File: src/hw/acc_pkg.sv
// Constants shared by the comparator control block.
// Assumes a 200 MHz core clock and software-facing settings as plain ports.
package acc_pkg;

    // ------------------------------------------------------------
    // Field layouts and reset values
    // ------------------------------------------------------------
    localparam int unsigned MUX_W = 3;
    localparam int unsigned HYS_W = 2;
    localparam int unsigned PWR_W = 2;
    localparam int unsigned REF_W = 8;
    localparam int unsigned EDGE_W = 2;
    localparam logic [7:0] REF_CODE_RESET = 8'hff;

    // Interrupt edge selection codes
    localparam logic [1:0] EDGE_BOTH = 2'h0;
    localparam logic [1:0] EDGE_RSVD = 2'h1;
    localparam logic [1:0] EDGE_FALL = 2'h2;
    localparam logic [1:0] EDGE_RISE = 2'h3;

    // Positive input: analog pins only
    localparam logic [2:0] POS_PIN0 = 3'h0;
    localparam logic [2:0] POS_PIN3 = 3'h3;
    localparam logic [2:0] POS_PIN4 = 3'h4;
    // Negative input: analog pins or divider reference
    localparam logic [2:0] NEG_PIN0 = 3'h0;
    localparam logic [2:0] NEG_PIN2 = 3'h2;
    localparam logic [2:0] NEG_PIN3 = 3'h3;
    localparam logic [2:0] NEG_REF = 3'h4;

    // ------------------------------------------------------------
    // Timing
    // ------------------------------------------------------------
    localparam int unsigned CLK_MHZ = 200;
    // Comparator start-up time, ns; least time so rounded up
    localparam int unsigned STARTUP_NS = 1000;
    localparam int unsigned STARTUP_CYC = (STARTUP_NS * CLK_MHZ + 999) / 1000;
    // Status synchroniser depth
    localparam int unsigned SYNC_STAGES = 3;

    // Sleep modes
    typedef enum logic [1:0] {
        ACC_SLEEP_ACTIVE,
        ACC_SLEEP_IDLE,
        ACC_SLEEP_STANDBY,
        ACC_SLEEP_PDOWN
    } acc_sleep_t;

endpackage

File: src/hw/acc_edge.sv
// Edge detector selecting rising, falling or both per the edge code.
// Assumes its input is already synchronous to clk.
`timescale 1ns/100ps
`default_nettype none
module acc_edge (
    input wire logic clk,
    input wire logic rst_b,
    input wire logic hold,
    input wire logic hold_level,
    input wire logic level_in,
    input wire logic [1:0] edge_sel,
    output logic hit
);
    logic prev_reg;
    always_ff @(posedge clk) begin
        if (!rst_b) begin
            prev_reg <= 1'b0;
        end else if (hold) begin
            prev_reg <= hold_level;
        end else begin
            prev_reg <= level_in;
        end
    end
    always_comb begin
        hit = 1'b0;
        if (!hold) begin
            unique case (edge_sel)
                acc_pkg::EDGE_BOTH: hit = level_in ^ prev_reg;
                acc_pkg::EDGE_FALL: hit = prev_reg & ~level_in;
                acc_pkg::EDGE_RISE: hit = ~prev_reg & level_in;
                default: hit = 1'b0;
            endcase
        end
    end
endmodule
`default_nettype wire

File: src/hw/acc_sync.sv
// Three-stage synchroniser for a level from outside the clock domain.
// Output changes only once the second and third stages agree.
`timescale 1ns/100ps
`default_nettype none
module acc_sync (
    input wire logic clk,
    input wire logic rst_b,
    input wire logic init_level,
    input wire logic async_in,
    output logic sync_out
);
    logic [2:0] stage_reg;
    always_ff @(posedge clk) begin
        if (!rst_b) begin
            stage_reg <= 3'h0;
        end else begin
            stage_reg <= {stage_reg[1:0], async_in};
        end
    end
    // Stage 0 feeds only stage 1
    always_ff @(posedge clk) begin
        if (!rst_b) begin
            sync_out <= 1'b0;
        end else if (stage_reg[1] == stage_reg[2]) begin
            sync_out <= stage_reg[2];
        end else begin
            sync_out <= sync_out;
        end
    end
    // init_level kept for a defined value later in the pipe; unused here
    logic unused_init;
    assign unused_init = init_level;
endmodule
`default_nettype wire

File: src/hw/acc_top.sv
// Control logic around an analog voltage comparator core.
// Assumes settings arrive as plain ports and the raw result is asynchronous.
// ------------------------------------------------------------
// What this block does
// [RULE_01] Raw result is 1 when positive input exceeds negative, else 0.
// [RULE_02] Output is raw result XORed with the invert setting.
// [RULE_03] Before the core is ready the output shows the initial value.
// [RULE_04] Software selects inputs, then pad enable, then writes enable.
// [RULE_05] Pad enable drives the comparator output onto the pin.
// [RULE_06] Hysteresis off or three increasing levels, passed to the core.
// [RULE_07] Positive input from pins only; negative from pins or reference.
// [RULE_08] Reference code of 8 bits sets code/256 of reference voltage.
// [RULE_09] Power profile trades response time for current, forwarded.
// [RULE_10] Level event follows the final output level.
// [RULE_11] The block consumes no events; it only generates one.
// [RULE_12] Rising, falling or both edges chosen as interrupt condition.
// [RULE_13] Each condition sets the flag regardless of interrupt enable.
// [RULE_14] Interrupt requested while flag set and enable is 1.
// [RULE_15] Request stays active until software clears the flag.
// [RULE_16] In Idle sleep the block operates normally.
// [RULE_17] Standby disables the block unless run in standby is set.
// [RULE_18] Power-down disables the comparator and its pad drive.
// [RULE_19] Software configures the pin as port output to avoid floating.
// [RULE_20] Edge codes: 0 both, 2 falling, 3 rising, 1 reserved.
// [RULE_21] Writing 1 clears the flag; writing 0 leaves it.
// [RULE_22] State bit mirrors output through a three-cycle synchroniser.
// [RULE_23] Disabled or not ready: output, event, edges held at initial.
// ------------------------------------------------------------
`timescale 1ns/100ps
`default_nettype none
module acc_top #(
    parameter int unsigned STARTUP_CYC = acc_pkg::STARTUP_CYC
) (
    input wire logic clk,
    input wire logic rst_b,
    // Software settings
    input wire logic enable,
    input wire logic run_in_standby,
    input wire logic output_pad_enable,
    input wire logic [1:0] power_profile,
    input wire logic [1:0] hysteresis_select,
    input wire logic output_invert,
    input wire logic output_initial_value,
    input wire logic [2:0] positive_input_select,
    input wire logic [2:0] negative_input_select,
    input wire logic [7:0] reference_code,
    input wire logic [1:0] interrupt_edge_select,
    input wire logic compare_interrupt_enable,
    input wire logic flag_write_strobe,
    input wire logic flag_write_data,
    input wire logic [1:0] sleep_mode,
    // Analog core
    input wire logic core_raw_result,
    output logic core_enable,
    output logic [1:0] core_hysteresis,
    output logic [1:0] core_power_profile,
    output logic [2:0] core_positive_select,
    output logic [2:0] core_negative_select,
    output logic core_use_reference,
    output logic [7:0] core_reference_code,
    // Pin, event and status
    output logic out_pin_o,
    output logic out_pin_oe,
    output logic level_event,
    output logic compare_state,
    output logic compare_interrupt_flag,
    output logic interrupt_request
);
    // ------------------------------------------------------------
    // Run control
    // ------------------------------------------------------------
    logic run;
    logic pad_allowed;
    always_comb begin
        unique case (acc_pkg::acc_sleep_t'(sleep_mode))
            acc_pkg::ACC_SLEEP_ACTIVE: run = enable;
            acc_pkg::ACC_SLEEP_IDLE: run = enable; // RULE_16
            acc_pkg::ACC_SLEEP_STANDBY: run = enable & run_in_standby; // RULE_17
            acc_pkg::ACC_SLEEP_PDOWN: run = 1'b0; // RULE_18
        endcase
        pad_allowed = (sleep_mode != 2'(acc_pkg::ACC_SLEEP_PDOWN)); // RULE_18
    end

    // ------------------------------------------------------------
    // Start-up counter
    // ------------------------------------------------------------
    localparam int unsigned CW = $clog2(STARTUP_CYC + 1);
    logic [CW-1:0] start_cnt_reg;
    logic ready_reg;
    always_ff @(posedge clk) begin
        if (!rst_b) begin
            start_cnt_reg <= '0;
            ready_reg <= 1'b0;
        end else if (!run) begin
            start_cnt_reg <= '0;
            ready_reg <= 1'b0;
        end else if (start_cnt_reg == CW'(STARTUP_CYC)) begin
            ready_reg <= 1'b1; // RULE_03
        end else begin
            start_cnt_reg <= start_cnt_reg + CW'(1);
        end
    end

    // ------------------------------------------------------------
    // Forward settings to the analog core
    // ------------------------------------------------------------
    logic pos_ok;
    always_comb begin
        pos_ok = (positive_input_select == acc_pkg::POS_PIN0) ||
                 (positive_input_select == acc_pkg::POS_PIN3) ||
                 (positive_input_select == acc_pkg::POS_PIN4); // RULE_07
    end
    always_ff @(posedge clk) begin
        if (!rst_b) begin
            core_enable <= 1'b0;
            core_hysteresis <= '0;
            core_power_profile <= '0;
            core_positive_select <= acc_pkg::POS_PIN0;
            core_negative_select <= acc_pkg::NEG_PIN0;
            core_use_reference <= 1'b0;
            core_reference_code <= acc_pkg::REF_CODE_RESET;
        end else begin
            core_enable <= run;
            core_hysteresis <= hysteresis_select; // RULE_06
            core_power_profile <= power_profile; // RULE_09
            // Reserved positive codes fall back to pin 0
            core_positive_select <= pos_ok ? positive_input_select : acc_pkg::POS_PIN0; // RULE_07
            core_negative_select <= negative_input_select; // RULE_07
            core_use_reference <= (negative_input_select == acc_pkg::NEG_REF); // RULE_07
            core_reference_code <= reference_code; // RULE_08
        end
    end

    // ------------------------------------------------------------
    // Output path
    // ------------------------------------------------------------
    // The raw result is 1 only when positive exceeds negative; it is
    // synchronised before use so edges are counted exactly once.
    logic raw_sync;
    acc_sync u_raw_sync (
        .clk(clk),
        .rst_b(rst_b),
        .init_level(output_initial_value),
        .async_in(core_raw_result), // RULE_01
        .sync_out(raw_sync)
    );
    logic final_level;
    logic hold;
    always_comb begin
        hold = !(run && ready_reg); // RULE_23
        final_level = hold ? output_initial_value : (raw_sync ^ output_invert); // RULE_02 RULE_03
    end

    always_ff @(posedge clk) begin
        if (!rst_b) begin
            out_pin_o <= 1'b0;
            out_pin_oe <= 1'b0;
            level_event <= 1'b0;
        end else begin
            out_pin_o <= final_level;
            out_pin_oe <= output_pad_enable & pad_allowed; // RULE_05 RULE_18
            // Event is generated only; nothing is taken in from events
            level_event <= final_level; // RULE_10 RULE_11
        end
    end

    // ------------------------------------------------------------
    // Status mirror
    // ------------------------------------------------------------
    // Output level already lives in clk, but the mirror keeps the
    // three-cycle lag software expects.
    // The status flop itself is the last of the three stages
    logic [acc_pkg::SYNC_STAGES-2:0] state_pipe_reg;
    always_ff @(posedge clk) begin
        if (!rst_b) begin
            state_pipe_reg <= '0;
            compare_state <= 1'b0;
        end else begin
            state_pipe_reg <= (acc_pkg::SYNC_STAGES-1)'({state_pipe_reg, final_level});
            compare_state <= state_pipe_reg[acc_pkg::SYNC_STAGES-2]; // RULE_22
        end
    end

    // ------------------------------------------------------------
    // Interrupt flag
    // ------------------------------------------------------------
    logic edge_hit;
    acc_edge u_edge (
        .clk(clk),
        .rst_b(rst_b),
        .hold(hold),
        .hold_level(output_initial_value),
        .level_in(final_level),
        .edge_sel(interrupt_edge_select), // RULE_12 RULE_20
        .hit(edge_hit)
    );

    always_ff @(posedge clk) begin
        if (!rst_b) begin
            compare_interrupt_flag <= 1'b0;
        end else if (edge_hit) begin
            // Set wins over a clear in the same cycle
            compare_interrupt_flag <= 1'b1; // RULE_13
        end else if (flag_write_strobe && flag_write_data) begin
            compare_interrupt_flag <= 1'b0; // RULE_21
        end
    end

    always_ff @(posedge clk) begin
        if (!rst_b) begin
            interrupt_request <= 1'b0;
        end else begin
            // Level request, dropped only by flag clear or disable
            // Follow the flag's own next value so a clear drops both together
            interrupt_request <= compare_interrupt_enable &
                                 ((compare_interrupt_flag &
                                   ~(flag_write_strobe & flag_write_data)) |
                                  edge_hit); // RULE_14 RULE_15
        end
    end

endmodule
`default_nettype wire
File: config.mk
export PLATFORM = sky130hd
export DESIGN_NAME = acc_top
export DESIGN_NICKNAME = d
export VERILOG_FILES = /design/src/hw/acc_pkg.sv /design/src/hw/acc_edge.sv /design/src/hw/acc_sync.sv /design/src/hw/acc_top.sv
export SDC_FILE = /design/constraint.sdc
export NUM_CORES = 1
export LEC_CHECK = 0
export ABC_AREA = 1
export BUFFER_PORTS_ARGS = -buffer_cell sky130_fd_sc_hd__buf_2
export CAP_MARGIN = 40
export CORE_MARGIN = 1.5
export CORE_UTILIZATION = 42
export CTS_CLUSTER_SIZE = 16
export DETAILED_ROUTE_END_ITERATION = 8
export PLACE_DENSITY = 0.77
export SKIP_CTS_REPAIR_TIMING = 1
export SLEW_MARGIN = 10
export SYNTH_ARGS = -nofsm -noshare
export SYNTH_HDL_FRONTEND = slang
export SYNTH_SLANG_ARGS = --single-unit
File: constraint.sdc
create_clock -name clk -period 1.46 [get_ports clk]
set_input_delay 0.073 -clock clk [delete_from_list [all_inputs] [get_ports clk]]
set_output_delay 0.073 -clock clk [all_outputs]
set_load 0.02 [all_outputs]
==> out/metrics.yaml, run 1 <==
grt_pass1_wl_mm: 4.10
finalMaxSlewViolations: 0
cp-start-kind: "register"
fin_tns_setup_ns: -0.0344
finalNetCount: 289
grt_max_degree: 15
drive_gt1_share_pct: 34.8
fin_skew_ns: 0.00561
cts_tree: "done"
hold_viol: 1
max_slew_margin_pct: 84.3
fin_hold_ws_ns: -0.0122
die_h_um: 60.8
numPlacedInstances: 263
use_met3_pct: 7.25
syn-cell-area_mm2: 0.00140
avgViaCountPerCell: 4.37
post-route-period-util_pct: 102
cts.sink_count: 39
irDropWorstVdd_v: 0.000598
holdCritPathClass: "in -> reg"
grt-busiest-layer: "met2"
critPathRequiredTime_ns: 1.74
end_kind: "register"
ios: 59
row_count: 20
die-area_mm2: 0.00370
syn_nets: 197
antenna_found_initial: 0
synth_edf_count: 0
rsz0062_at_grt: "true"
cts_max_level: 2
via_count: 1299
port-buffer-count: 58
drt-initial-drc-count: 20
period_needed_ns: 1.49
drt-total-wl_mm: 3.16
reg2reg_slack_ns: -0.03
wl_per_cell_um: 10.7
use_met2_pct: 24.6
postSynthAreaPerCell_um2: 8.77
stdcell_count: 297
worst_slew_pin_slew_ns: 0.236
p_leak_nw: 1.02
synth.distinct_cells: 25
overflow: 0
synth_seq_cells: 39
clockRootBuffer: "clkbuf_4"
violations: "negative hold slack, negative setup slack"
syn_to_final_growth_pct: 47.9
dpl.hpwl_mm: 1.98
start_util_pct: 45.2
grt_pass1_vias: 1032
synth_flop_cell: "dfxtp_1"
clock_latency_ns: 0.34
cp_max_fo: 3
antenna_cells: 0
finalWorstSetupSlack_ns: -0.0344
worstPathArrival_ns: 1.78
clockBufferDepth: 2
numCtsBuffers: 5
max_freq_mhz: 669
clk_pin_slew_ns: 0.11
gp_congestion: 0.744
max_cap_violations: 0
dp_slack_ns: -0.0681
yosysSeqAreaShare_pct: 55.6
drtAntennaViolNets: 0
grt_usage_pct: 15.5
met1_usage_pct: 17.7
criticalPathCategory: "reg -> reg"
power_density_mw_per_mm2: 904
die_x_um: 60.8
synthCells: 160
drt_first_pass_iters: 4
yosys_warnings: 0
async_flop_share_pct: 0
status: "finished, violations left"
coreArea_mm2: 0.00310
finalSetupViolations: 1
drc: 0
[power breakdown]
group          total [mW]  internal (mW)  switching (mW)
combinational       0.248          0.125           0.122
sequential           1.11           1.10          0.0122
clock               0.517          0.188           0.330
total                1.88           1.41           0.464
[layer usage]
metal / part of all wire [%] / wire length, um
met5: 0 / 0
met4: 1.3 / 42
met3: 6.8 / 216
met2: 52 / 1640
met1: 40 / 1270
[per-stage QoR]
step           utilization [%]  total power, mW  area, um2
3_3_place_gp              56.8             1.32       1760
2_1_floorplan                -             1.24       1400
6_report                  66.9             1.88       2080
4_1_cts                   58.4             1.84       1810
3_5_place_dp              56.8             1.33       1760
5_1_grt                   66.9             1.98       2080
[synth_stat cells, types with 3 or more instances]
cell,n,area share [%]
inv_2,4,1.1
nor3_1,4,1.4
nand2_1,32,8.6
nand4_1,4,1.8
nor2_1,12,3.2
nor2_4,3,2.4
or2_2,3,1.3
nand3_1,4,1.4
inv_1,24,6.4
ha_1,4,3.6
a21oi_1,5,1.8
dfxtp_1,39,56
or2_1,5,2.2
[area by class of cell]
| type | count | area (um2) |
|---|---|---|
| Clock buffer | 7 | 45.0 |
| Clock inverter | 1 | 5.00 |
| Inverter | 28 | 105 |
| Fill cell | 273 | 1030 |
| Tap cell | 44 | 55.1 |
| Timing Repair Buffer | 88 | 581 |
| Multi-Input combinational cell | 90 | 503 |
| Sequential cell | 39 | 783 |
[worst max-delay path, cell delays in order (launching register included)]
cell and delay, ns:
dfxtp_2 0.35, xnor2_1 0.12, nand2_1 0.06, nand2_1 0.09, inv_1 0.05, ha_1 0.27, nor2_1 0.09, nand2_1 0.06
nand3_1 0.06, nand2_1 0.07, nand2_1 0.06, nand2_1 0.05, nor2_1 0.12
[kinds of logic after synthesis]
logic type                 Yosys count  share of synthesized area, %
xor gates and xnor gates             4                          2.50
adders and majority gates            4                          3.57
AOI/OAI and AO/OA                   10                          4.19
DFF                                 39                          55.6
and+or+nand+nor                     72                          25.4
buffers and inverters               31                          8.73
[path summary, 6_finish.rpt]
check / start / to / depth (start not counted)
hold reg to reg: state_pipe_reg[1]$_SDFF_PN0_ / compare_state$_SDFF_PN0_ / 2
hold / removal: positive_input_select[0] / core_positive_select[0]$_SDFF_PN0_ / 3
setup / recovery: u_raw_sync.sync_out$_SDFFE_PN0N_ / interrupt_request$_SDFF_PN0_ / 12
setup reg to reg: u_raw_sync.sync_out$_SDFFE_PN0N_ / interrupt_request$_SDFF_PN0_ / 12
[cell usage in the layout (no fill, tap or decap)]
cell           instances
clkinv_2               1
o21ai_1                1
a21oi_2                1
nor3_1                 4
buf_2                 58
dlygate4sd3_1         26
inv_1                 23
a21oi_1                5
nand3_1                4
dfxtp_2                2
o21ai_0                1
nor2_1                11
clkbuf_1               2
nor2_4                 3
xnor2_1                2
nand4_1                4
ha_1                   4
nand2_1               32
or2_2                  3
xor2_1                 2
o31ai_1                1
nand3_2                2
clkbuf_4               5
or2_1                  5
dfxtp_1               37
inv_2                  5
o21bai_1               1
nor3_2                 1
nor2_2                 3
buf_4                  4
No activity file was read; power rests on OpenSTA's default activity.
==> run 2: changes to the inputs <==
--- a/config.mk
+++ b/config.mk
@@ -8,7 +8,7 @@
 export ABC_AREA = 1
 export BUFFER_PORTS_ARGS = -buffer_cell sky130_fd_sc_hd__buf_2
 export CAP_MARGIN = 40
-export CORE_MARGIN = 1.5
+export CORE_MARGIN = 2
 export CORE_UTILIZATION = 42
 export CTS_CLUSTER_SIZE = 16
 export DETAILED_ROUTE_END_ITERATION = 8
==> out/metrics.yaml, run 2 (synthesis results as in run 1) <==
ios: 59
worst_slew_pin_slew_ns: 0.263
coreArea_mm2: 0.00313
die-area_mm2: 0.00382
cts_tree: "done"
antenna_found_initial: 0
worstHoldEndpoint: "out_pin_oe$_SDFF_PN0_"
numPlacedInstances: 262
worst_r2r_endpoint: "interrupt_request$_SDFF_PN0_"
start_util_pct: 44.9
grt_max_degree: 16
end_kind: "register"
p_leak_nw: 1.04
row_count: 20
rsz0062_at_grt: "true"
min_from: "sleep_mode[0]"
criticalPathCategory: "reg -> reg"
drive_gt1_share_pct: 38.9
hold_viol: 0
numCtsBuffers: 5
power_density_mw_per_mm2: 932
finalSetupViolations: 0
finalNetCount: 288
layout_commonest_cell: "buf_2"
cp_max_fo: 3
finalMaxSlewViolations: 0
drc: 0
cts_max_level: 2
port-buffer-count: 58
drt-total-wl_mm: 3.05
placed_cell_area_mm2: 0.00175
status: "completed"
period_needed_ns: 1.42
drt-initial-drc-count: 38
cp-start-kind: "register"
drt_first_pass_iters: 4
clockRootBuffer: "clkbuf_4"
max_cap_violations: 0
worstPathArrival_ns: 1.71
reg2reg_slack_ns: 0.04
clock_latency_ns: 0.35
clockBufferDepth: 2
gp_congestion: 0.743
dpl.hpwl_mm: 1.95
critPathRequiredTime_ns: 1.74
die_h_um: 61.8
drtAntennaViolNets: 0
grt_usage_pct: 14.6
reg2regPathDepth: 12
cts.sink_count: 39
max_freq_mhz: 703
antenna_cells: 0
mostFrequentLayoutCells: "buf_2, dfxtp_1, nand2_1, dlygate4sd3_1, inv_1"
max_slew_margin_pct: 82.5
clk_pin_slew_ns: 0.11
irDropWorstVdd_v: 0.000574
fin_skew_ns: 0.00776
grt_pass1_vias: 1058
post-route-period-util_pct: 97.4
grt_pass1_wl_mm: 3.97
wl_per_cell_um: 10.3
holdCritPathClass: "in -> reg"
die_x_um: 61.8
avgViaCountPerCell: 4.43
via_count: 1310
worstHoldPathCells: 4
stdcell_count: 296
syn_to_final_growth_pct: 51.1
fin_area_mm2: 0.00212
power_mw: 1.98
overflow: 0
r2r_start: "u_raw_sync.sync_out$_SDFFE_PN0N_"
## run 2: layer usage
layer / GRT usage [%] / vias up / part of all wire (%)
li1: - / 669 / -
met1: 14.6 / 591 / 40
met2: 26.8 / 44 / 52
met3: 5.18 / 6 / 5.8
met4: 7.29 / 0 / 1.5
met5: 0 / - / 0
## run 2: where the power goes
group | leakage, nW | total [mW] | internal, mW | switching [mW]
Sequential | 0.321 | 1.11 | 1.10 | 0.0118
Clock | 0.0386 | 0.615 | 0.283 | 0.332
Combinational | 0.680 | 0.249 | 0.125 | 0.124
## run 2: worst max-delay path by stage
stage	from	to	slack, ns
final	u_raw_sync.sync_out$_SDFFE_PN0N_	interrupt_request$_SDFF_PN0_	0.04
after global routing	u_raw_sync.sync_out$_SDFFE_PN0N_	interrupt_request$_SDFF_PN0_	-0.07
after CTS	ready_reg$_SDFFE_PN0N_	interrupt_request$_SDFF_PN0_	-0.01
after detailed placement	sleep_mode[1]	interrupt_request$_SDFF_PN0_	0.005
after global placement	sleep_mode[1]	interrupt_request$_SDFF_PN0_	0.05
after floorplan	ready_reg$_SDFFE_PN0N_	interrupt_request$_SDFF_PN0_	0.08
## run 2: final cells by class
cell class	count	area, um2
clock buffers	8	68.8
fillers	252	1010
inverters	28	105
multi-input cells	90	541
flip-flops and latches	39	783
well taps	44	55.1
repair buffers	87	568
## run 2: stage by stage
stage | setup WS, ns | utilization (%) | TNS (ns) | hold slack, ns
4_1_cts | -0.0114 | 58.3 | -0.0114 | -0.124
6_report | 0.0378 | 67.8 | 0 | 0.00467
2_1_floorplan | 0.0808 | - | 0 | 0.149
3_5_place_dp | 0.00536 | 56.1 | 0 | 0.254
3_3_place_gp | 0.0519 | 56.1 | 0 | 0.252
5_1_grt | -0.0685 | 67.8 | -0.0685 | 0.0120
## run 2: critical path, cell delays in order (launching register included)
cell and delay [ns]:
dfxtp_2 0.37, xnor2_2 0.11, nand2_1 0.08, nand2_2 0.08
inv_2 0.05, ha_4 0.22, nor2_2 0.07, nand2_1 0.07
nand3_2 0.07, nand2_2 0.05, nand2_1 0.05, nand2_1 0.05
nor2_1 0.10
